<file path="config.mk">
export PLATFORM = sky130hd
export DESIGN_NAME = code_protect_top
export DESIGN_NICKNAME = d
export VERILOG_FILES = /design/src/core/code_protect_pkg.sv /design/src/core/mem_req_if.sv /design/src/core/serial_prog_rx.sv /design/src/core/protect_check.sv /design/src/core/code_protect_top.sv
export SDC_FILE = /design/constraint.sdc
export NUM_CORES = 1
export LEC_CHECK = 0
export ABC_AREA = 1
export BUFFER_PORTS_ARGS = -buffer_cell sky130_fd_sc_hd__clkbuf_2
export CORE_MARGIN = 8
export CORE_UTILIZATION = 57
export CTS_CLUSTER_DIAMETER = 80
export DETAILED_ROUTE_END_ITERATION = 12
export PLACE_DENSITY = 0.84
export SETUP_SLACK_MARGIN = 0.05
export SLEW_MARGIN = 30
export SYNTH_ARGS = -nofsm -noshare
export SYNTH_HDL_FRONTEND = slang
export SYNTH_SLANG_ARGS = --single-unit
</file>
<file path="constraint.sdc">
create_clock -name clk -period 3.3 [get_ports clk]
set_clock_uncertainty 0.15 [all_clocks]
set_input_delay 0.99 -clock clk [delete_from_list [all_inputs] [get_ports clk]]
set_output_delay 0.99 -clock clk [all_outputs]
set_load 0.01 [all_outputs]
</file>
<file path="src/core/code_protect_pkg.sv">
// Shared constants for program memory code protection.
// Assumes a single 25 MHz clock domain.
package code_protect_pkg;
	localparam int ADDR_W = 16;
	localparam int DATA_W = 24;
	// Word boundaries of segments (plain defaults)
	localparam logic [15:0] BOOT_END_SMALL  = 16'h0400;
	localparam logic [15:0] BOOT_END_MEDIUM = 16'h0800;
	localparam logic [15:0] BOOT_END_LARGE  = 16'h1000;
	localparam logic [15:0] MEM_TOP         = 16'h1600;
	// Debug reservation
	localparam logic [15:0] DBG_RAM_BYTES   = 16'h0050;
	localparam logic [1:0]  DBG_PIN_MASK    = 2'h3;
	// Register offsets of the plain register port
	localparam logic [3:0] REG_CONFIG = 4'h0;
	localparam logic [3:0] REG_STATUS = 4'h1;
	localparam logic [3:0] REG_REFUSE = 4'h2;
	// Config field positions
	localparam int CFG_BOOT_SEL_LSB = 0;
	localparam int CFG_GEN_PROT     = 3;
	localparam int CFG_BOOT_WP      = 4;
	localparam int CFG_GEN_WP       = 5;
	localparam int CFG_DEBUG   = 6;
	localparam logic [7:0] CFG_RESET = 8'h3F;
	localparam int SERIAL_BITS = 8;
	typedef enum logic [1:0] {
		OP_READ  = 2'h0,
		OP_WRITE = 2'h1,
		OP_ERASE = 2'h2,
		OP_FETCH = 2'h3
	} op_type;
	typedef enum logic [1:0] {
		SRC_CPU  = 2'h0,
		SRC_PROG = 2'h1
	} src_type;
endpackage

</file>
<file path="src/core/mem_req_if.sv">
// Carries one program memory request and its grant.
// Assumes a single clock domain.
`timescale 1ns/1ns
`default_nettype none
interface mem_req_if;
	import code_protect_pkg::*;
	logic                  valid;
	code_protect_pkg::src_type src;
	code_protect_pkg::op_type  op;
	logic [ADDR_W-1:0]     addr;
	logic                  grant;
	logic                  refuse;
	modport requester (output valid, output src, output op, output addr, input grant, input refuse);
	modport checker_p (input valid, input src, input op, input addr, output grant, output refuse);
endinterface
`default_nettype wire

</file>
<file path="src/core/serial_prog_rx.sv">
// Shift receiver for programmer commands on clock and data pins.
// Assumes pins are already synchronised to clk.
`timescale 1ns/1ns
`default_nettype none
module serial_prog_rx
	import code_protect_pkg::*;
(
	// Clock and reset
	input  wire logic clk,
	input  wire logic nrst,
	// Synchronised pins
	input  wire logic pclk_s,
	input  wire logic pdat_s,
	// Assembled frame
	output logic [SERIAL_BITS-1:0] frame_q,
	output logic                   frame_done_q
);
	import code_protect_pkg::*;
	logic                 pclk_prev_q;
	logic [3:0]           count_q;
	logic [SERIAL_BITS-1:0] shift_q;
	always_ff @(posedge clk or negedge nrst) begin
		if (!nrst) begin
			pclk_prev_q <= 1'b0;
			count_q <= 4'h0;
			shift_q <= '0;
			frame_q <= '0;
			frame_done_q <= 1'b0;
		end else begin
			pclk_prev_q <= pclk_s;
			frame_done_q <= 1'b0;
			// Data sampled on the rising programming clock
			if (pclk_s && !pclk_prev_q) begin
				shift_q <= {shift_q[SERIAL_BITS-2:0], pdat_s};
				if (count_q == 4'(SERIAL_BITS - 1)) begin
					count_q <= 4'h0;
					frame_q <= {shift_q[SERIAL_BITS-2:0], pdat_s};
					frame_done_q <= 1'b1;
				end else begin
					count_q <= count_q + 4'h1;
				end
			end
		end
	end
endmodule
`default_nettype wire

</file>
<file path="src/core/protect_check.sv">
// Decides grant or refusal for one program memory request.
// Assumes configuration held stable after reset.
`timescale 1ns/1ns
`default_nettype none
module protect_check
	import code_protect_pkg::*;
(
	// Clock and reset
	input  wire logic clk,
	input  wire logic nrst,
	// Latched configuration
	input  wire logic [2:0] boot_segment_protect_sel,
	input  wire logic       general_segment_protect,
	input  wire logic       boot_write_protect_n,
	input  wire logic       general_write_protect_n,
	// Request
	mem_req_if.checker_p    req
);
	import code_protect_pkg::*;
	function automatic logic [15:0] boot_end(input logic [2:0] sel);
		case (sel)
			3'h7:    boot_end = 16'h0000;
			3'h6,
			3'h2:    boot_end = BOOT_END_SMALL;
			3'h5,
			3'h1:    boot_end = BOOT_END_MEDIUM;
			default: boot_end = BOOT_END_LARGE;
		endcase
	endfunction
	logic in_boot;
	logic boot_rd_prot;
	logic ext_block;
	logic self_block;
	always_comb begin
		in_boot = req.addr < boot_end(boot_segment_protect_sel);
		// Selections with msb low protect the boot segment
		boot_rd_prot = in_boot && !boot_segment_protect_sel[2];
		ext_block = (req.src == SRC_PROG) && req.op != OP_FETCH &&
			(boot_rd_prot || (!in_boot && !general_segment_protect));
		self_block = (req.src == SRC_CPU) &&
			(req.op == OP_WRITE || req.op == OP_ERASE) &&
			((in_boot && !boot_write_protect_n) ||
			(!in_boot && !general_write_protect_n));
	end
	always_ff @(posedge clk or negedge nrst) begin
		if (!nrst) begin
			req.grant <= 1'b0;
			req.refuse <= 1'b0;
		end else begin
			// Checked on every request, fetches always pass
			req.grant <= req.valid && !ext_block && !self_block;
			req.refuse <= req.valid && (ext_block || self_block);
		end
	end
	fetch_free_a: assert property (@(posedge clk) disable iff (!nrst)
		req.valid && req.src == SRC_CPU && req.op == OP_FETCH |=> req.grant)
		else $error("fetch refused");
	self_write_a: assert property (@(posedge clk) disable iff (!nrst)
		req.valid && req.src == SRC_CPU && req.op == OP_ERASE && !in_boot
		&& !general_write_protect_n |=> req.refuse)
		else $error("erase not blocked");
	one_answer_a: assert property (@(posedge clk) disable iff (!nrst)
		!(req.grant && req.refuse))
		else $error("grant and refuse together");
	cover_refuse: cover property (@(posedge clk) disable iff (!nrst) req.refuse);
	cover_grant: cover property (@(posedge clk) disable iff (!nrst) req.grant);
endmodule
`default_nettype wire

</file>
<file path="src/core/code_protect_top.sv">
// Program memory code protection with serial programming port.
// Assumes pins asynchronous to clk; configuration bits stable at reset.
//
// Contract
// - The boot segment read/write protection comes from the three-bit boot select field.
// - The general segment read/write protection comes from the single general protect bit.
// - Active segment protection refuses programmer reads and writes but never normal fetches.
// - A write-protect bit at zero blocks internal write and erase to its segment.
// - Serial programming uses one clock line and one two-way data line from the programmer.
// - Debug control and data share the same clock and data pin pair; the code carries no debug traffic on the pins.
// - While debugging is on, the first 80 data RAM bytes and two pins are withheld.
`timescale 1ns/1ns
`default_nettype none
module code_protect_top
	import code_protect_pkg::*;
(
	// Clock and reset
	input  wire logic clk,
	input  wire logic nrst,
	// Configuration word bits
	input  wire logic [7:0] config_bits,
	// Programming pins
	input  wire logic prog_clock_pin,
	input  wire logic prog_data_pin_in,
	output logic      prog_data_pin_out,
	output logic      prog_data_pin_oe_n,
	// Internal memory request
	input  wire logic                        cpu_valid,
	input  wire code_protect_pkg::op_type    cpu_op,
	input  wire logic [code_protect_pkg::ADDR_W-1:0] cpu_addr,
	output logic                             mem_grant,
	output logic                             mem_refuse,
	// Data RAM and pin arbitration
	input  wire logic [15:0] ram_addr,
	output logic             ram_user_deny,
	output logic [1:0]       pins_reserved,
	// Register port
	input  wire logic [3:0]  reg_addr,
	input  wire logic [7:0]  reg_wdata,
	input  wire logic        reg_wr,
	input  wire logic        reg_rd,
	output logic [7:0]       reg_rdata
);
	import code_protect_pkg::*;
	logic [1:0] pclk_sync_q;
	logic [1:0] pdat_sync_q;
	logic [7:0] cfg_q;
	logic       cfg_loaded_q;
	logic [7:0] frame;
	logic       frame_done;
	logic [15:0] prog_addr_q;
	logic        prog_pending_q;
	code_protect_pkg::op_type prog_op_q;
	logic [7:0]  refuse_count_q;
	logic        debug_on;
	mem_req_if req ();

	// Pins pass two flops first
	always_ff @(posedge clk or negedge nrst) begin
		if (!nrst) begin
			pclk_sync_q <= 2'h0;
			pdat_sync_q <= 2'h0;
		end else begin
			pclk_sync_q <= {pclk_sync_q[0], prog_clock_pin};
			pdat_sync_q <= {pdat_sync_q[0], prog_data_pin_in};
		end
	end

	// Captured after reset release, held until next reset
	always_ff @(posedge clk or negedge nrst) begin
		if (!nrst) begin
			cfg_q <= CFG_RESET;
			cfg_loaded_q <= 1'b0;
		end else if (!cfg_loaded_q) begin
			cfg_q <= config_bits;
			cfg_loaded_q <= 1'b1;
		end
	end
	assign debug_on = cfg_q[CFG_DEBUG];

	serial_prog_rx u_rx (
		.clk          (clk),
		.nrst         (nrst),
		.pclk_s       (pclk_sync_q[1]),
		.pdat_s       (pdat_sync_q[1]),
		.frame_q      (frame),
		.frame_done_q (frame_done)
	);

	// Frame: op[7:6], address shifts in six bits per frame from [5:0]; every frame except an op fetch frame issues a memory op, none carries debug
	always_ff @(posedge clk or negedge nrst) begin
		if (!nrst) begin
			prog_addr_q <= 16'h0000;
			prog_op_q <= OP_READ;
			prog_pending_q <= 1'b0;
		end else begin
			if (frame_done) begin
				prog_op_q <= op_type'(frame[7:6]);
				prog_addr_q <= {prog_addr_q[9:0], frame[5:0]};
				prog_pending_q <= frame[7:6] != OP_FETCH;
			end else if (prog_pending_q && !cpu_valid) begin
				// CPU has priority, programmer waits
				prog_pending_q <= 1'b0;
			end
		end
	end

	always_comb begin
		req.valid = cpu_valid || prog_pending_q;
		req.src = cpu_valid ? SRC_CPU : SRC_PROG;
		req.op = cpu_valid ? cpu_op : prog_op_q;
		req.addr = cpu_valid ? cpu_addr : prog_addr_q;
	end

	protect_check u_check (
		.clk                      (clk),
		.nrst                     (nrst),
		.boot_segment_protect_sel (cfg_q[CFG_BOOT_SEL_LSB +: 3]),
		.general_segment_protect  (cfg_q[CFG_GEN_PROT]),
		.boot_write_protect_n     (cfg_q[CFG_BOOT_WP]),
		.general_write_protect_n  (cfg_q[CFG_GEN_WP]),
		.req                      (req.checker_p)
	);

	logic src_prog_q;
	always_ff @(posedge clk or negedge nrst) begin
		if (!nrst) begin
			mem_grant <= 1'b0;
			mem_refuse <= 1'b0;
			src_prog_q <= 1'b0;
			refuse_count_q <= 8'h00;
		end else begin
			src_prog_q <= req.valid && req.src == SRC_PROG;
			mem_grant <= req.grant;
			mem_refuse <= req.refuse;
			// A refusal in the clearing cycle still counts
			if (reg_wr && reg_addr == REG_REFUSE)
				refuse_count_q <= req.refuse ? 8'h01 : 8'h00;
			else if (req.refuse && refuse_count_q != 8'hFF)
				refuse_count_q <= refuse_count_q + 8'h01;
		end
	end

	// Refusal answered on the data line: driven low acknowledge pulse
	always_ff @(posedge clk or negedge nrst) begin
		if (!nrst) begin
			prog_data_pin_out <= 1'b0;
			prog_data_pin_oe_n <= 1'b1;
		end else begin
			prog_data_pin_out <= req.grant;
			prog_data_pin_oe_n <= !((req.grant || req.refuse) && src_prog_q);
		end
	end

	// Debug reservation of RAM and pins
	always_ff @(posedge clk or negedge nrst) begin
		if (!nrst) begin
			ram_user_deny <= 1'b0;
			pins_reserved <= 2'h0;
		end else begin
			ram_user_deny <= debug_on && ram_addr < DBG_RAM_BYTES;
			pins_reserved <= debug_on ? DBG_PIN_MASK : 2'h0;
		end
	end

	// Register port, read data one cycle later
	always_ff @(posedge clk or negedge nrst) begin
		if (!nrst) begin
			reg_rdata <= 8'h00;
		end else if (reg_rd) begin
			case (reg_addr)
				REG_CONFIG: reg_rdata <= cfg_q;
				REG_STATUS: reg_rdata <= {5'h00, debug_on, prog_pending_q, cfg_loaded_q};
				REG_REFUSE: reg_rdata <= refuse_count_q;
				default:    reg_rdata <= 8'h00;
			endcase
		end else begin
			reg_rdata <= 8'h00;
		end
	end

	cfg_hold_a: assert property (@(posedge clk) disable iff (!nrst)
		cfg_loaded_q && $past(cfg_loaded_q) |-> $stable(cfg_q))
		else $error("configuration changed after capture");
	ram_resv_a: assert property (@(posedge clk) disable iff (!nrst)
		debug_on && ram_addr < DBG_RAM_BYTES |=> ram_user_deny)
		else $error("debug RAM not withheld");
	pin_resv_a: assert property (@(posedge clk) disable iff (!nrst)
		!debug_on |=> pins_reserved == 2'h0)
		else $error("pins withheld without debug");
	prog_block_a: assert property (@(posedge clk) disable iff (!nrst)
		req.valid && req.src == SRC_PROG && req.op == OP_READ &&
		!cfg_q[CFG_GEN_PROT] && req.addr >= BOOT_END_LARGE |=> ##1 mem_refuse)
		else $error("protected read granted");
	cover_debug: cover property (@(posedge clk) disable iff (!nrst) ram_user_deny);
	cover_frame: cover property (@(posedge clk) disable iff (!nrst) frame_done);
endmodule
`default_nettype wire

</file>
Word level (Yosys, flattened, before mapping). Cells that the tools add are included.

Flip-flop bits (word level): 78. Word-level logic and storage cells: 96. Output and inout bits: 15. Input port bits: 61.

Reduce and logical (&&, ||, !) cells: 41. Multiplexer cells: 15. Magnitude comparators: 2. Add/subtract/negate cells: 2. Eq/ne operators: 14.

Operator list (count): 13-bit case mux with 3 select lines (1); 8-bit 2-to-1 mux (3); 8-bit case mux with 3 select lines (1); 1-bit logical AND (18); 16-bit by 13-bit less-than comparator with 1-bit output (1); 16-bit by 7-bit less-than comparator with 1-bit output, second input constant (1); 16-bit 2-to-1 mux (1); 1-bit logical NOT (10); 3-bit == test, second input constant (3); 8-bit by 1-bit adder with 8-bit output, second input constant (1); 8-bit inequality test, second input constant (1); 1-bit logical OR (6); 1-bit 2-to-1 mux (6); 4-bit by 1-bit adder with 4-bit output, second input constant (1); 4-bit by 1-bit == test with 1-bit output, second input constant (1); 4-bit by 2-bit == test with 1-bit output, second input constant (1); 4-bit by 3-bit == test with 1-bit output, second input constant (1); 4-bit logical NOT (1); 2-bit 2-to-1 mux (2); 4-bit 2-to-1 mux (1); 2-bit inequality test, second input constant (2); 2-bit nonzero test (2); 2-bit OR reduction (2); 3-bit by 1-bit == test with 1-bit output, second input constant (1); 6 further kinds (6).

Depth between registers and ports, before layout. Gate-level depths: netlist (run 1).

Depth in word-level cells: 11. Gate-level depth with buffers: 13. Gate-level depth less buffers: 11.

Modules after synthesis. A second synthesis (run 1) with hierarchy kept.

Cells, all modules: 404. Area, all modules: 3651.0 um^2.

By module, submodules not included: code_protect_top (area an instance 2549.9 um^2, instances 1, cells each 290, seq. area each 1360.1 um^2); serial_prog_rx (area an instance 857.1 um^2, instances 1, cells each 83, seq. area each 525.5 um^2); protect_check (area an instance 244.0 um^2, instances 1, cells each 31, seq. area each 50.0 um^2).

Least setup slack after synthesis (run 1). OpenSTA, ideal clock, no wires.

Kind: input-to-reg. Start: input port cpu_valid. End: register u_check.req.grant. Arrival time: 2.232 ns. Setup time: 0.120 ns. Path buffers: 2. Cell stages on the path: 11. Slack: 0.798 ns. Required time: 3.030 ns. Cell sequence: buf_6 clkbuf_1 o21ai_0 ha_1 nand3b_1 nor2_2 nand2_1 nand2_1 nand3_1 nand2_1 nor2_1.

Longest elaborated chain between the ends: 9. Elaborated cells between the ends (all ways): 26. Classes of those cells: 1 x order compare; 4 x eq/ne; 3 x mux; 18 x reduce/logical.

RTL lines: start, declared (RTL line code_protect_top.sv:28) `input wire logic cpu_valid,`; 16-bit 2-to-1 mux (RTL line code_protect_top.sv:112) `req.addr = cpu_valid ? cpu_addr : prog_addr_q;`; 16-bit by 13-bit less-than comparator with 1-bit output (RTL line protect_check.sv:35) `in_boot = req.addr < boot_end(boot_segment_protect_sel);`; 1-bit logical NOT (RTL line protect_check.sv:39, protect_check.sv:43); 1-bit logical AND (RTL line protect_check.sv:39) `(boot_rd_prot || (!in_boot && !general_segment_protect));`; 1-bit logical OR (RTL line protect_check.sv:39); 1-bit logical AND (RTL line protect_check.sv:38) `ext_block = (req.src == SRC_PROG) && req.op != OP_FETCH &&`; 1-bit logical NOT (RTL line protect_check.sv:51) `req.grant <= req.valid && !ext_block && !self_block;`; 1-bit logical AND (RTL line protect_check.sv:51); 1-bit logical AND * (RTL line protect_check.sv:51); end signal, assigned (RTL line protect_check.sv:51); end, declared (RTL line mem_req_if.sv:14) `modport checker_p (input valid, input src, input op, input addr, output grant, output refuse);`.

Mark *: on every way between the ends. The rest lies on a longest branch, timed or not. A chain may end at the register's enable or synchronous reset.

Worst setup path after layout (run 1). Same ends and word-level chain as after synthesis.

==> results of run 1 <==
## Yosys cell counts (all sizes together), types with 2 or more instances
cell / instances
nand4: 4
nand2: 95
clkinv: 2
dfrtp: 70
a21oi: 13
clkbuf: 5
nand3: 15
nand3b: 2
nor2: 23
nor4: 2
inv: 44
o21ai: 40
buf: 5
mux2: 6
dfstp: 7
nor3: 4
ha: 5
xor2: 2
## logic make-up after synthesis
group,share of synthesized area [%]
buffers and inverters,6.98
adders and majority gates,1.89
AOI/OAI and AO/OA,10.2
and+or+nand+nor,19.9
xor gates and xnor gates,0.529
other,0.113
muxes,2.04
DFF,58.4
## power breakdown
group,total [W],switching [W],internal (W)
Sequential,0.00119,0.0000975,0.00110
Clock,0.000718,0.000329,0.000389
Combinational,0.000375,0.000230,0.000145
## final timing paths
kind / endpoint / slack, ns / cells after the start
worst max-delay path: u_check.req.grant$_DFF_PN0_ / 1.05 / 12
worst min-delay path: pdat_sync_q[1]$_DFF_PN0_ / 0.20 / 0
worst max register to register: prog_pending_q$_DFFE_PN0P_ / 1.28 / 4
worst min register to register: pdat_sync_q[1]$_DFF_PN0_ / 0.20 / 0
max in group asynchronous: refuse_count_q[7]$_DFFE_PN0P_ / 2.05 / 1
min in group asynchronous: prog_addr_q[14]$_DFFE_PN0P_ / 0.51 / 1
## cell type report
| cell class | count | area share, % |
|---|---|---|
| inverter | 46 | 4.55 |
| timing repair buffer | 53 | 7.11 |
| clock buffer | 12 | 4.06 |
| tap | 72 | 2.36 |
| sequential | 77 | 50.7 |
| multi-input combinational | 219 | 30.0 |
| clock inverter | 4 | 1.24 |
## registers in the layout, indices dropped and copies added (netlist names), 2 cells and up
signal	cells
cfg_q	8
pclk_sync_q	2
pdat_sync_q	2
prog_addr_q	16
prog_op_q	2
refuse_count_q	8
reg_rdata	8
u_rx.count_q	4
u_rx.frame_q	8
u_rx.shift_q	7
## metrics by stage
stage                     area [um^2]  util, %
final                            3820     68.6
after global placement           3610     64.8
after global routing             3820     68.6
after floorplan                  3310        -
after CTS                        3820     68.5
after detailed placement         3610     64.8
## cells in the final DEF (no fill, tap or decap), types with 5 or more instances in the layout
cell type,Yosys,routed
o21ai_0,30,30
dfstp_2,7,7
nand3_1,13,13
mux2_2,6,6
ha_1,5,5
inv_1,38,38
o21ai_2,7,7
dfrtp_1,70,70
nor2_1,18,18
nand2_1,92,92
inv_2,6,6
clkbuf_2,0,52
clkbuf_8,0,11
a21oi_1,13,13
## per-layer routing
metal | track usage (%) | wire [um]
met1 | 19.6 | 2830
met2 | 29.8 | 3470
met3 | 4.81 | 453
met4 | 9.53 | 176
met5 | 0 | 0
## worst register-to-register path, stage by stage, from the launching register on
cell	delay [ns]
dfrtp_1	0.68
clkinv_1	0.53
nor2_1	0.35
nor2_1	0.12
o31ai_1	0.09
==> metrics.md, run 1 <==
| Metric | Value |
|---|---|
| Mapped Area | `3310 um^2` |
| DRT Pass-1 Iters | `4` |
| Final hold viol count | `0` |
| Initial antenna violation count | `0` |
| Largest net degree at the start of global routing | `78` |
| Clock buffer depth | `2` |
| RePlAce Congestion | `approximately 0.84` |
| Layout cells sized above 1 | `a little over a quarter` |
| CP peak stage delay | `a little over 0.3 ns` |
| RSZ-0062 raised after global routing | `false` |
| Max-cap viol count | `0` |
| Syn_area_per_cell | `roughly 9.4 um^2` |
| Placed insts | `between 400 and 500` |
| Cts bufs inserted | `9` |
| PwrDens | `~600 nW/um^2` |
| Worst hold-check path type | `flip-flop to flip-flop` |
| Final setup TNS | `0 ns` |
| Mapped Cells | `around 350` |
| Leak pwr | `around 1.9 nW` |
| Netlist cell types | `38` |
| Post CTS Setup Buffer Count | `0` |
| DIE WIDTH | `92.3 um` |
| H-tree depth | `3` |
| Yosys top cell by area | `dfrtp_1` |
| Routed len/inst | `about 14 um` |
| CP Data Required Time | `around 3.4 ns` |
| Worst Hold Margin | `approximately 0.20 ns` |
| Slowest CP cell | `ha_1` |
| Final setup viols | `0` |
| # rows | `27` |
| F_max | `approximately 440 MHz` |
| Top cell type's share of synthesized area | `roughly 53%` |
| Sequential area share after synthesis | `between 50 and 60%` |
| Area delta synth->final | `15.3%` |
| DP HPWL | `roughly 4.8 mm` |
| Worst path arrival time | `2.32 ns` |
| DRC | `0` |
| CP endpoint kind | `flip-flop` |
| CTS tree | `done` |
| I/O pins | `76` |
| DIE AREA | `around 8500 um^2` |
| Reg-to-Reg Start | `u_rx.frame_done_q$_DFF_PN0_` |
| Input/output buffers | `53` |
| Most used DFF post-synth | `dfrtp_1` |
| Worst Path Buf+Inv | `1` |
| FF+latch count, synth | `77` |
| Dpl ws | `0.706 ns` |
| Run status | `completed` |
| # diodes | `0` |
| VDD IR-drop max | `about 0.00033 V` |
| All-layer global routing usage | `about 18%` |
| Initial Util | `between 50% and 60%` |
| Top delay family on crit path | `simple AND/OR/NAND/NOR gates` |
| Clk_lat worst skew | `0.34 ns` |
| Clk sinks | `77` |
| Worst slew pin tran | `roughly 0.65 ns` |
| Routed vias | `between 2k and 2.5k` |
| CTS root buf | `clkbuf_8` |
| Vias in the first global route | `approximately 2.6k` |
| Relative slew slack | `a little under three fifths` |
| Syn Nets | `roughly 420` |
| Critical path class | `input port to flip-flop` |
| Cell mode on critical path | `nand2_1` |
| Die height | `roughly 92 um` |
| Fin cells | `about 480` |
| Tmin final | `approximately 2.2 ns` |
| Fill count | `427` |
| Clock transition at path regs | `0.08 ns` |
| Asr flop ratio synth | `100%` |
| # hold bufs at CTS | `0` |
| GR Overflow Total | `0` |
| Nets@finish | `472` |
| Setup crit start kind | `input port` |
| Initial DRC Count | `~120` |
| Hold path start | `pdat_sync_q[0]$_DFF_PN0_` |
| Post-synth EDFFs | `0` |
| Fin crit share | `about two thirds` |
| Core area | `~5600 um^2` |
| CP Cell Sequence | `clkbuf_2 > nand2_1 > o21ai_0 > ha_1 > nand2_1 > nand2_1 > nand2_2 > nand2_1 > nand2_1 > nand3_1 > nand2_1 > nor2_1` |
| Slew Viols, Final | `0` |
| Vias per Instance | `roughly 5.1` |
| Total power | `0.00229 W` |
| Final worst slack | `~1.1 ns` |
| First-pass GRT wire length | `between 10 and 15 mm` |
| Reg area | `1940 um^2` |
| Post-cts gate resize count | `0` |
| Critical Path Source | `cpu_valid` |
| Yosys warnings | `0` |
| Multi-input logic area | `around 1100 um^2` |
| Worst Path Max Fanout | `17` |
| Final ANT Viol Nets | `0` |
| Synth area leaders | `dfrtp_1 (53%), nand2_1 (10%), dfstp_2 (5.5%), o21ai_0 (4.5%), inv_1 (4.3%)` |
| Total wire length | `6.93 mm` |
(Power assumes the default switching activity.)
==> run 2: changes to the inputs <==
--- a/config.mk
+++ b/config.mk
@@ -8,10 +8,10 @@
 export ABC_AREA = 1
 export BUFFER_PORTS_ARGS = -buffer_cell sky130_fd_sc_hd__clkbuf_2
 export CORE_MARGIN = 8
-export CORE_UTILIZATION = 57
+export CORE_UTILIZATION = 48
 export CTS_CLUSTER_DIAMETER = 80
 export DETAILED_ROUTE_END_ITERATION = 12
-export PLACE_DENSITY = 0.84
+export PLACE_DENSITY = 0.75
 export SETUP_SLACK_MARGIN = 0.05
 export SLEW_MARGIN = 30
 export SYNTH_ARGS = -nofsm -noshare
==> constraint.sdc (replaced) <==
create_clock -name clk -period 1.8 [get_ports clk]
set_clock_uncertainty 0.15 [all_clocks]
set_input_delay 0.54 -clock clk [delete_from_list [all_inputs] [get_ports clk]]
set_output_delay 0.54 -clock clk [all_outputs]
set_load 0.01 [all_outputs]
==> run 2 against run 1 <==
- the flow now finishes with violations (setup timing)
- critical endpoint unchanged
- worst setup slack got worse by 1.1 ns
- cell area grew 4.6%
- highest routed layer unchanged
- routed wire length down 9.9%
==> metrics.md, run 2 (synthesized netlist as in run 1, its figures left out) <==
| Metric | Value |
|---|---|
| Worst Path Max Fanout | `3 (was 17)` |
| Clock transition at path regs | `0.08 ns (about the same)` |
| Area delta synth->final | `20.5% (was 15.3%)` |
| Core area | `6760 um^2 (was 5570 um^2)` |
| Clock buffer depth | `2 (unchanged)` |
| Multi-input logic area | `1180 um^2 (was 1150 um^2)` |
| Initial Util | `49.1% (was 59.5%)` |
| Failing checks | `setup timing` |
| I/O pins | `76 (unchanged)` |
| DIE WIDTH | `99.1 um (was 92.3 um)` |
| Routed vias | `2519 (was 2483)` |
| Vias in the first global route | `2477 (was 2581)` |
| Run status | `finished, violations left (was completed)` |
| Reg-to-Reg Start | `cfg_q[0]$_DFFE_PN1N_ (was u_rx.frame_done_q$_DFF_PN0_)` |
| Clk_lat worst skew | `0.34 ns (about the same)` |
| Fin cells | `505 (was 483)` |
| Input/output buffers | `53 (unchanged)` |
| First-pass GRT wire length | `10.6 mm (was 11.9 mm)` |
| Max reg flops | `16 (unchanged)` |
| Worst R2R Path Depth | `10 (was 4)` |
| DR top layer | `met4 (unchanged)` |
| Die height | `99.1 um (was 92.3 um)` |
| Cts bufs inserted | `9 (unchanged)` |
| Met1 WL | `2.53 mm (was 2.83 mm)` |
| RePlAce Congestion | `0.796 (was 0.835)` |
| Clk sinks | `77 (unchanged)` |
| Tmin final | `1.81 ns` |
| CTS tree | `done (unchanged)` |
| Max-cap viol count | `0 (unchanged)` |
| Worst path arrival time | `1.89 ns (was 2.32 ns)` |
| DRC | `0 (unchanged)` |
| # diodes | `0 (unchanged)` |
| Nets@finish | `486 (was 472)` |
| CP endpoint kind | `flip-flop (unchanged)` |
| DIE AREA | `9820 um^2 (was 8510 um^2)` |
| # hold bufs at CTS | `0 (unchanged)` |
| Largest reg by FF count | `prog_addr_q (unchanged)` |
| Layout cells sized above 1 | `30.1% (was 26.0%)` |
| Met2 wire length | `3.26 mm (was 3.47 mm)` |
| Placed insts | `487 (was 467)` |
| Reg2Reg Capture Point | `u_check.req.grant$_DFF_PN0_ (was prog_pending_q$_DFFE_PN0P_)` |
| Initial antenna violation count | `0 (unchanged)` |
| Leak pwr | `1.99 nW (was 1.90 nW)` |
| Commonest non-fill, non-tap cell in the layout | `nand2_1 (unchanged)` |
| RSZ-0062 raised after global routing | `true (was false)` |
| VDD IR-drop max | `0.000722 V (was 0.000331 V)` |
| Routed len/inst | `12.4 um (was 14.3 um)` |
| Final hold viol count | `0 (unchanged)` |
| Post-layout util | `59.1% (was 68.6%)` |
| Critical Path End | `u_check.req.grant$_DFF_PN0_ (unchanged)` |
| All-layer global routing usage | `13.4% (was 17.5%)` |
| Largest net degree at the start of global routing | `78 (unchanged)` |
| Final setup viols | `2 (was 0)` |
| Fill count | `588 (was 427)` |
| Critical Path Source | `cfg_q[0]$_DFFE_PN1N_ (was cpu_valid)` |
| Final worst slack | `-0.0132 ns (was 1.05 ns)` |
| Initial DRC Count | `83 (was 119)` |
| Total wire length | `6.25 mm (was 6.93 mm)` |
| Final ANT Viol Nets | `0 (unchanged)` |
| Reg area | `1940 um^2 (unchanged)` |
| Worst hold-check path type | `input port to async pin (was flip-flop to flip-flop)` |
| # rows | `30 (was 27)` |
| Setup crit start kind | `flip-flop (was input port)` |
| Met3 WL | `367 um (was 453 um)` |
| Slew Viols, Final | `0 (unchanged)` |
| Critical path class | `flip-flop to flip-flop (was input port to flip-flop)` |
| PwrDens | `1080 nW/um^2 (was 598 nW/um^2)` |
| CTS root buf | `clkbuf_8 (unchanged)` |
| Vias per Instance | `4.99 (was 5.14)` |
| Dpl ws | `-0.134 ns (was 0.706 ns)` |
| Reg2reg setup slack | `-0.01 ns (was 1.28 ns)` |
| Commonest non-fill, non-tap cells in the layout | `nand2_1 (91), dfrtp_1 (70), clkbuf_2 (52), inv_1 (37), o21ai_0 (28) (was nand2_1 (92), dfrtp_1 (70), clkbuf_2 (52), inv_1 (38), o21ai_0 (30))` |
| GR Overflow Total | `0 (unchanged)` |
| DRT Pass-1 Iters | `6 (was 4)` |
| H-tree depth | `3 (unchanged)` |
| DP HPWL | `4.59 mm (was 4.84 mm)` |
| F_max | `551 MHz` |
| Fin crit share | `101%` |
| CP Data Required Time | `1.88 ns (was 3.37 ns)` |
==> run 2: changes by cell type in the layout (fill, tap and decap cells not counted), moves of 2 or more <==
cell	previous run	this run
o21ai_0	30	28
nand3_1	13	11
o21ai_1	3	5
clkbuf_8	11	9
buf_4	0	14
==> run 2: routing by layer <==
layer | vias to the layer above | GRT usage, %
met2 | 59 | 24.1
met5 | - | 0
li1 | 1263 | -
met1 | 1189 | 13.8
met3 | 8 | 5.66
met4 | 0 | 4.31
==> run 2: worst min path at each step <==
| stage | from | end | cells after the start |
|---|---|---|---|
| 3_5_place_dp | pclk_sync_q[0]$_DFF_PN0_ | pclk_sync_q[1]$_DFF_PN0_ | 0 |
| 2_1_floorplan | nrst | cfg_loaded_q$_DFF_PN0_ | 0 |
| 4_1_cts | nrst | u_rx.shift_q[3]$_DFFE_PN0P_ | 2 |
| 3_3_place_gp | pclk_sync_q[0]$_DFF_PN0_ | pclk_sync_q[1]$_DFF_PN0_ | 0 |
| 5_1_grt | nrst | ram_user_deny$_DFF_PN0_ | 2 |
| 6_report | nrst | ram_user_deny$_DFF_PN0_ | 2 |
==> run 2: repair_timing <==
action	4_1_cts	5_1_grt
setup endpoints to repair	2	6
resized for setup	5	2
setup buffers	1	1
pin swaps	6	2
endpoints found under the hold margin	0	0
==> run 2: worst max-delay path, stage by stage, from the launching register on <==
cell and delay (ns):
dfstp_2 0.56, nor2_2 0.05, nand3b_1 0.15, ha_2 0.17, nand3b_1 0.15, nor2_2 0.14
nand2_1 0.08, nand2_1 0.08, nand3_2 0.06, nand2_1 0.07, nor2_1 0.04
==> run 2: layout make-up <==
type                            instances  area share [%]
Timing Repair Buffer                   67            9.65
Inverter                               46            4.35
Clock buffer                            9            3.10
Tap cell                               80            2.51
Clock inverter                          7            2.44
Sequential cell                        77            48.4
Multi-Input combinational cell        219            29.5
==> run 2: per-stage QoR <==
step | instance area (um^2) | setup TNS [ns] | hold WS [ns] | total power [W]
after floorplan | 3330 | -0.167 | 0.0944 | 0.00266
after global routing | 4000 | -0.226 | 0.0516 | 0.00457
after CTS | 3970 | -0.0916 | 0.0586 | 0.00436
after global placement | 3730 | -0.219 | 0.183 | 0.00287
after detailed placement | 3730 | -0.256 | 0.187 | 0.00291
final | 4000 | -0.0156 | 0.0547 | 0.00431
==> run 2: where the power goes <==
part           switching (W)  internal (W)  total (W)
registers           0.000164       0.00201    0.00217
logic               0.000421      0.000292   0.000713
clock network       0.000635      0.000785    0.00142
total                0.00122       0.00309    0.00431
==> run 3: changes to the inputs <==
--- a/config.mk
+++ b/config.mk
@@ -13,7 +13,8 @@
 export DETAILED_ROUTE_END_ITERATION = 12
 export PLACE_DENSITY = 0.75
 export SETUP_SLACK_MARGIN = 0.05
-export SLEW_MARGIN = 30
+export SLEW_MARGIN = 20
 export SYNTH_ARGS = -nofsm -noshare
 export SYNTH_HDL_FRONTEND = slang
 export SYNTH_SLANG_ARGS = --single-unit
+export TNS_END_PERCENT = 5
==> run 3 against run 2 <==
- the flow still finishes with violations (setup timing)
- first-iteration DRC count shrank 25%
- register-to-register slack worse by 0.06 ns
- sequential share of layout area shrank 0.18 points
- cell count grew 0.59%
- die area unchanged
- fmax decreased by 3.1%
- non-clock buffer count rose by 3
- clock power fell by 3%
- worst setup slack worse by 0.057 ns
- routed wire length grew 5.5%
- global-route usage is 0.79 points higher
- largest cell class unchanged
==> metrics.md, run 3 (synthesized netlist as in run 1, its figures left out) <==
| Metric | Value |
|---|---|
| DP HPWL | `4.97 mm (was 4.59 mm)` |
| Initial Util | `49.1% (unchanged)` |
| Internal power | `0.00309 W (about the same)` |
| CTS root buf | `clkbuf_8 (unchanged)` |
| Clk_lat worst skew | `0.35 ns (was 0.34 ns)` |
| Initial DRC Count | `62 (was 83)` |
| Input/output buffers | `53 (unchanged)` |
| DIE AREA | `9820 um^2 (unchanged)` |
| Run status | `finished, violations left (unchanged)` |
| First-pass GRT wire length | `11.1 mm (was 10.6 mm)` |
| Switch Pwr | `0.00119 W (was 0.00122 W)` |
| Largest net degree at the start of global routing | `38 (was 78)` |
| Sw Ratio | `27.9% (was 28.3%)` |
| DRT Pass-1 Iters | `4 (was 6)` |
| Clk sinks | `77 (unchanged)` |
| Failing checks | `setup timing (unchanged)` |
| Total wire length | `6.59 mm (was 6.25 mm)` |
| Leak pwr | `2.01 nW (was 1.99 nW)` |
| Cts bufs inserted | `9 (unchanged)` |
| VDD IR-drop max | `0.000705 V (was 0.000722 V)` |
| Initial antenna violation count | `0 (unchanged)` |
| DIE WIDTH | `99.1 um (unchanged)` |
| Slew Viols, Final | `0 (unchanged)` |
| Tmin final | `1.87 ns (was 1.81 ns)` |
| CTS tree | `done (unchanged)` |
| Final setup viols | `2 (unchanged)` |
| Max reg flops | `16 (unchanged)` |
| Vias in the first global route | `2614 (was 2477)` |
| Setup crit start kind | `flip-flop (unchanged)` |
| Worst hold-check path type | `input port to flip-flop (was input port to async pin)` |
| All-layer global routing usage | `14.2% (was 13.4%)` |
| Max-cap viol count | `0 (unchanged)` |
| RePlAce Congestion | `0.783 (was 0.796)` |
| PwrDens | `1070 nW/um^2 (was 1080 nW/um^2)` |
| Fin crit share | `104% (was 101%)` |
| I/O pins | `76 (unchanged)` |
| CP endpoint kind | `flip-flop (unchanged)` |
| Vias per Instance | `4.97 (was 4.99)` |
| Routed len/inst | `13.0 um (was 12.4 um)` |
| Post CTS Setup Buffer Count | `0 (was 1)` |
| Flop pwr share | `50.8% (was 50.5%)` |
| Critical path class | `flip-flop to flip-flop (unchanged)` |
| Worst Hold Margin | `0.142 ns (was 0.0547 ns)` |
| Worst Path Max Fanout | `3 (unchanged)` |
| CP Data Required Time | `1.87 ns (was 1.88 ns)` |
| Final setup TNS | `-0.116 ns (was -0.0156 ns)` |
| DRC | `0 (unchanged)` |
| Clock transition at path regs | `0.07 ns (was 0.08 ns)` |
| RSZ-0062 raised after global routing | `true (unchanged)` |
| Clock buffer depth | `2 (unchanged)` |
| Area delta synth->final | `21.0% (was 20.5%)` |
| Final ANT Viol Nets | `0 (unchanged)` |
| Power share of the clock group | `32.2% (was 33.0%)` |
| Core area | `6760 um^2 (unchanged)` |
| H-tree depth | `3 (unchanged)` |
| Largest reg by FF count | `prog_addr_q (unchanged)` |
| Die height | `99.1 um (unchanged)` |
| Commonest non-fill, non-tap cell in the layout | `nand2_1 (unchanged)` |
| Routed vias | `2527 (was 2519)` |
| Final hold viol count | `0 (unchanged)` |
| Nets@finish | `489 (was 486)` |
| Worst path arrival time | `1.95 ns (was 1.89 ns)` |
| # rows | `30 (unchanged)` |
| F_max | `535 MHz (was 551 MHz)` |
| Layout cells sized above 1 | `29.2% (was 30.1%)` |
| GR Overflow Total | `0 (unchanged)` |
| # diodes | `0 (unchanged)` |
| Commonest non-fill, non-tap cells in the layout | `nand2_1 (92), dfrtp_1 (70), clkbuf_2 (52), inv_1 (38), o21ai_0 (28) (was nand2_1 (91), dfrtp_1 (70), clkbuf_2 (52), inv_1 (37), o21ai_0 (28))` |
| Combinational Power Share | `17.1% (was 16.6%)` |
| Final worst slack | `-0.0707 ns (was -0.0132 ns)` |
## run 3: changes by cell type in the layout (fill, tap and decap cells not counted), sizes merged
| cell | previous run | this run |
|---|---|---|
| clkinv | 4 | 3 |
| buf | 15 | 17 |
| clkinvlp | 2 | 1 |
| inv | 45 | 44 |
| dlygate4sd3 | 0 | 1 |
| clkbuf | 61 | 64 |
## run 3: final cells by class
| class | count | area [um^2] |
|---|---|---|
| fill | 574 | 2750 |
| sequential | 77 | 1940 |
| multi-input combinational | 219 | 1170 |
| timing repair buffer | 70 | 423 |
| inverter | 46 | 174 |
| clock buffer | 12 | 135 |
| tap | 80 | 100 |
| clock inverter | 4 | 72.6 |
## run 3: path summary, 6_finish.rpt
path | start | endpoint | slack [ns] | cells past startpoint
max | cfg_q[0]$_DFFE_PN1N_ | u_check.req.grant$_DFF_PN0_ | -0.07 | 10
min | prog_data_pin_in | pdat_sync_q[0]$_DFF_PN0_ | 0.14 | 1
max reg2reg | cfg_q[0]$_DFFE_PN1N_ | u_check.req.grant$_DFF_PN0_ | -0.07 | 10
min reg2reg | pclk_sync_q[0]$_DFF_PN0_ | pclk_sync_q[1]$_DFF_PN0_ | 0.20 | 0
max in group asynchronous | nrst | prog_data_pin_oe_n$_DFF_PN1_ | 0.49 | 3
min in group asynchronous | nrst | ram_user_deny$_DFF_PN0_ | 0.47 | 2
## run 3: metal layers
metal	part of all wire (%)	GRT usage [%]	wire length [um]
met5	0	0	0
met4	1.7	6.40	115
met3	5.9	4.96	386
met2	53	25.9	3460
met1	40	14.2	2620
## run 3: critical path, stage by stage, from the launching register on
cell	delay (ns)
dfstp_2	0.55
nor2_1	0.06
nand3b_1	0.16
ha_2	0.19
nand3b_1	0.17
nor2_2	0.14
nand2_1	0.08
nand2_1	0.08
nand3_2	0.07
nand2_1	0.07
nor2_1	0.04
## run 3: power groups by stage
| stage | sequential [W] | combinational [W] | clock, W |
|---|---|---|---|
| final | 0.00217 | 0.000731 | 0.00138 |
| after global routing | 0.00221 | 0.000837 | 0.00148 |
| after global placement | 0.00219 | 0.000691 | 0 |
| after detailed placement | 0.00221 | 0.000728 | 0 |
| after CTS | 0.00217 | 0.000742 | 0.00141 |
| after floorplan | 0.00217 | 0.000492 | 0 |
## run 3: timing repair
| action | in CTS | in global routing |
|---|---|---|
| endpoints found under the hold margin | 18 | 0 |
| resized for setup | 1 | 3 |
| hold buffers | 1 | 0 |
| setup endpoints to repair | 2 | 3 |
## run 3: per-stage QoR
step	util (%)	std cells	cell area [um^2]	setup slack [ns]	power [W]
floorplan	-	352	3330	-0.0897	0.00266
global placement	55.8	491	3770	-0.0819	0.00288
detailed placement	55.8	491	3770	-0.112	0.00294
CTS	59.1	508	4000	-0.0742	0.00432
global route	59.4	508	4010	-0.190	0.00453
finish	59.4	508	4010	-0.0707	0.00428
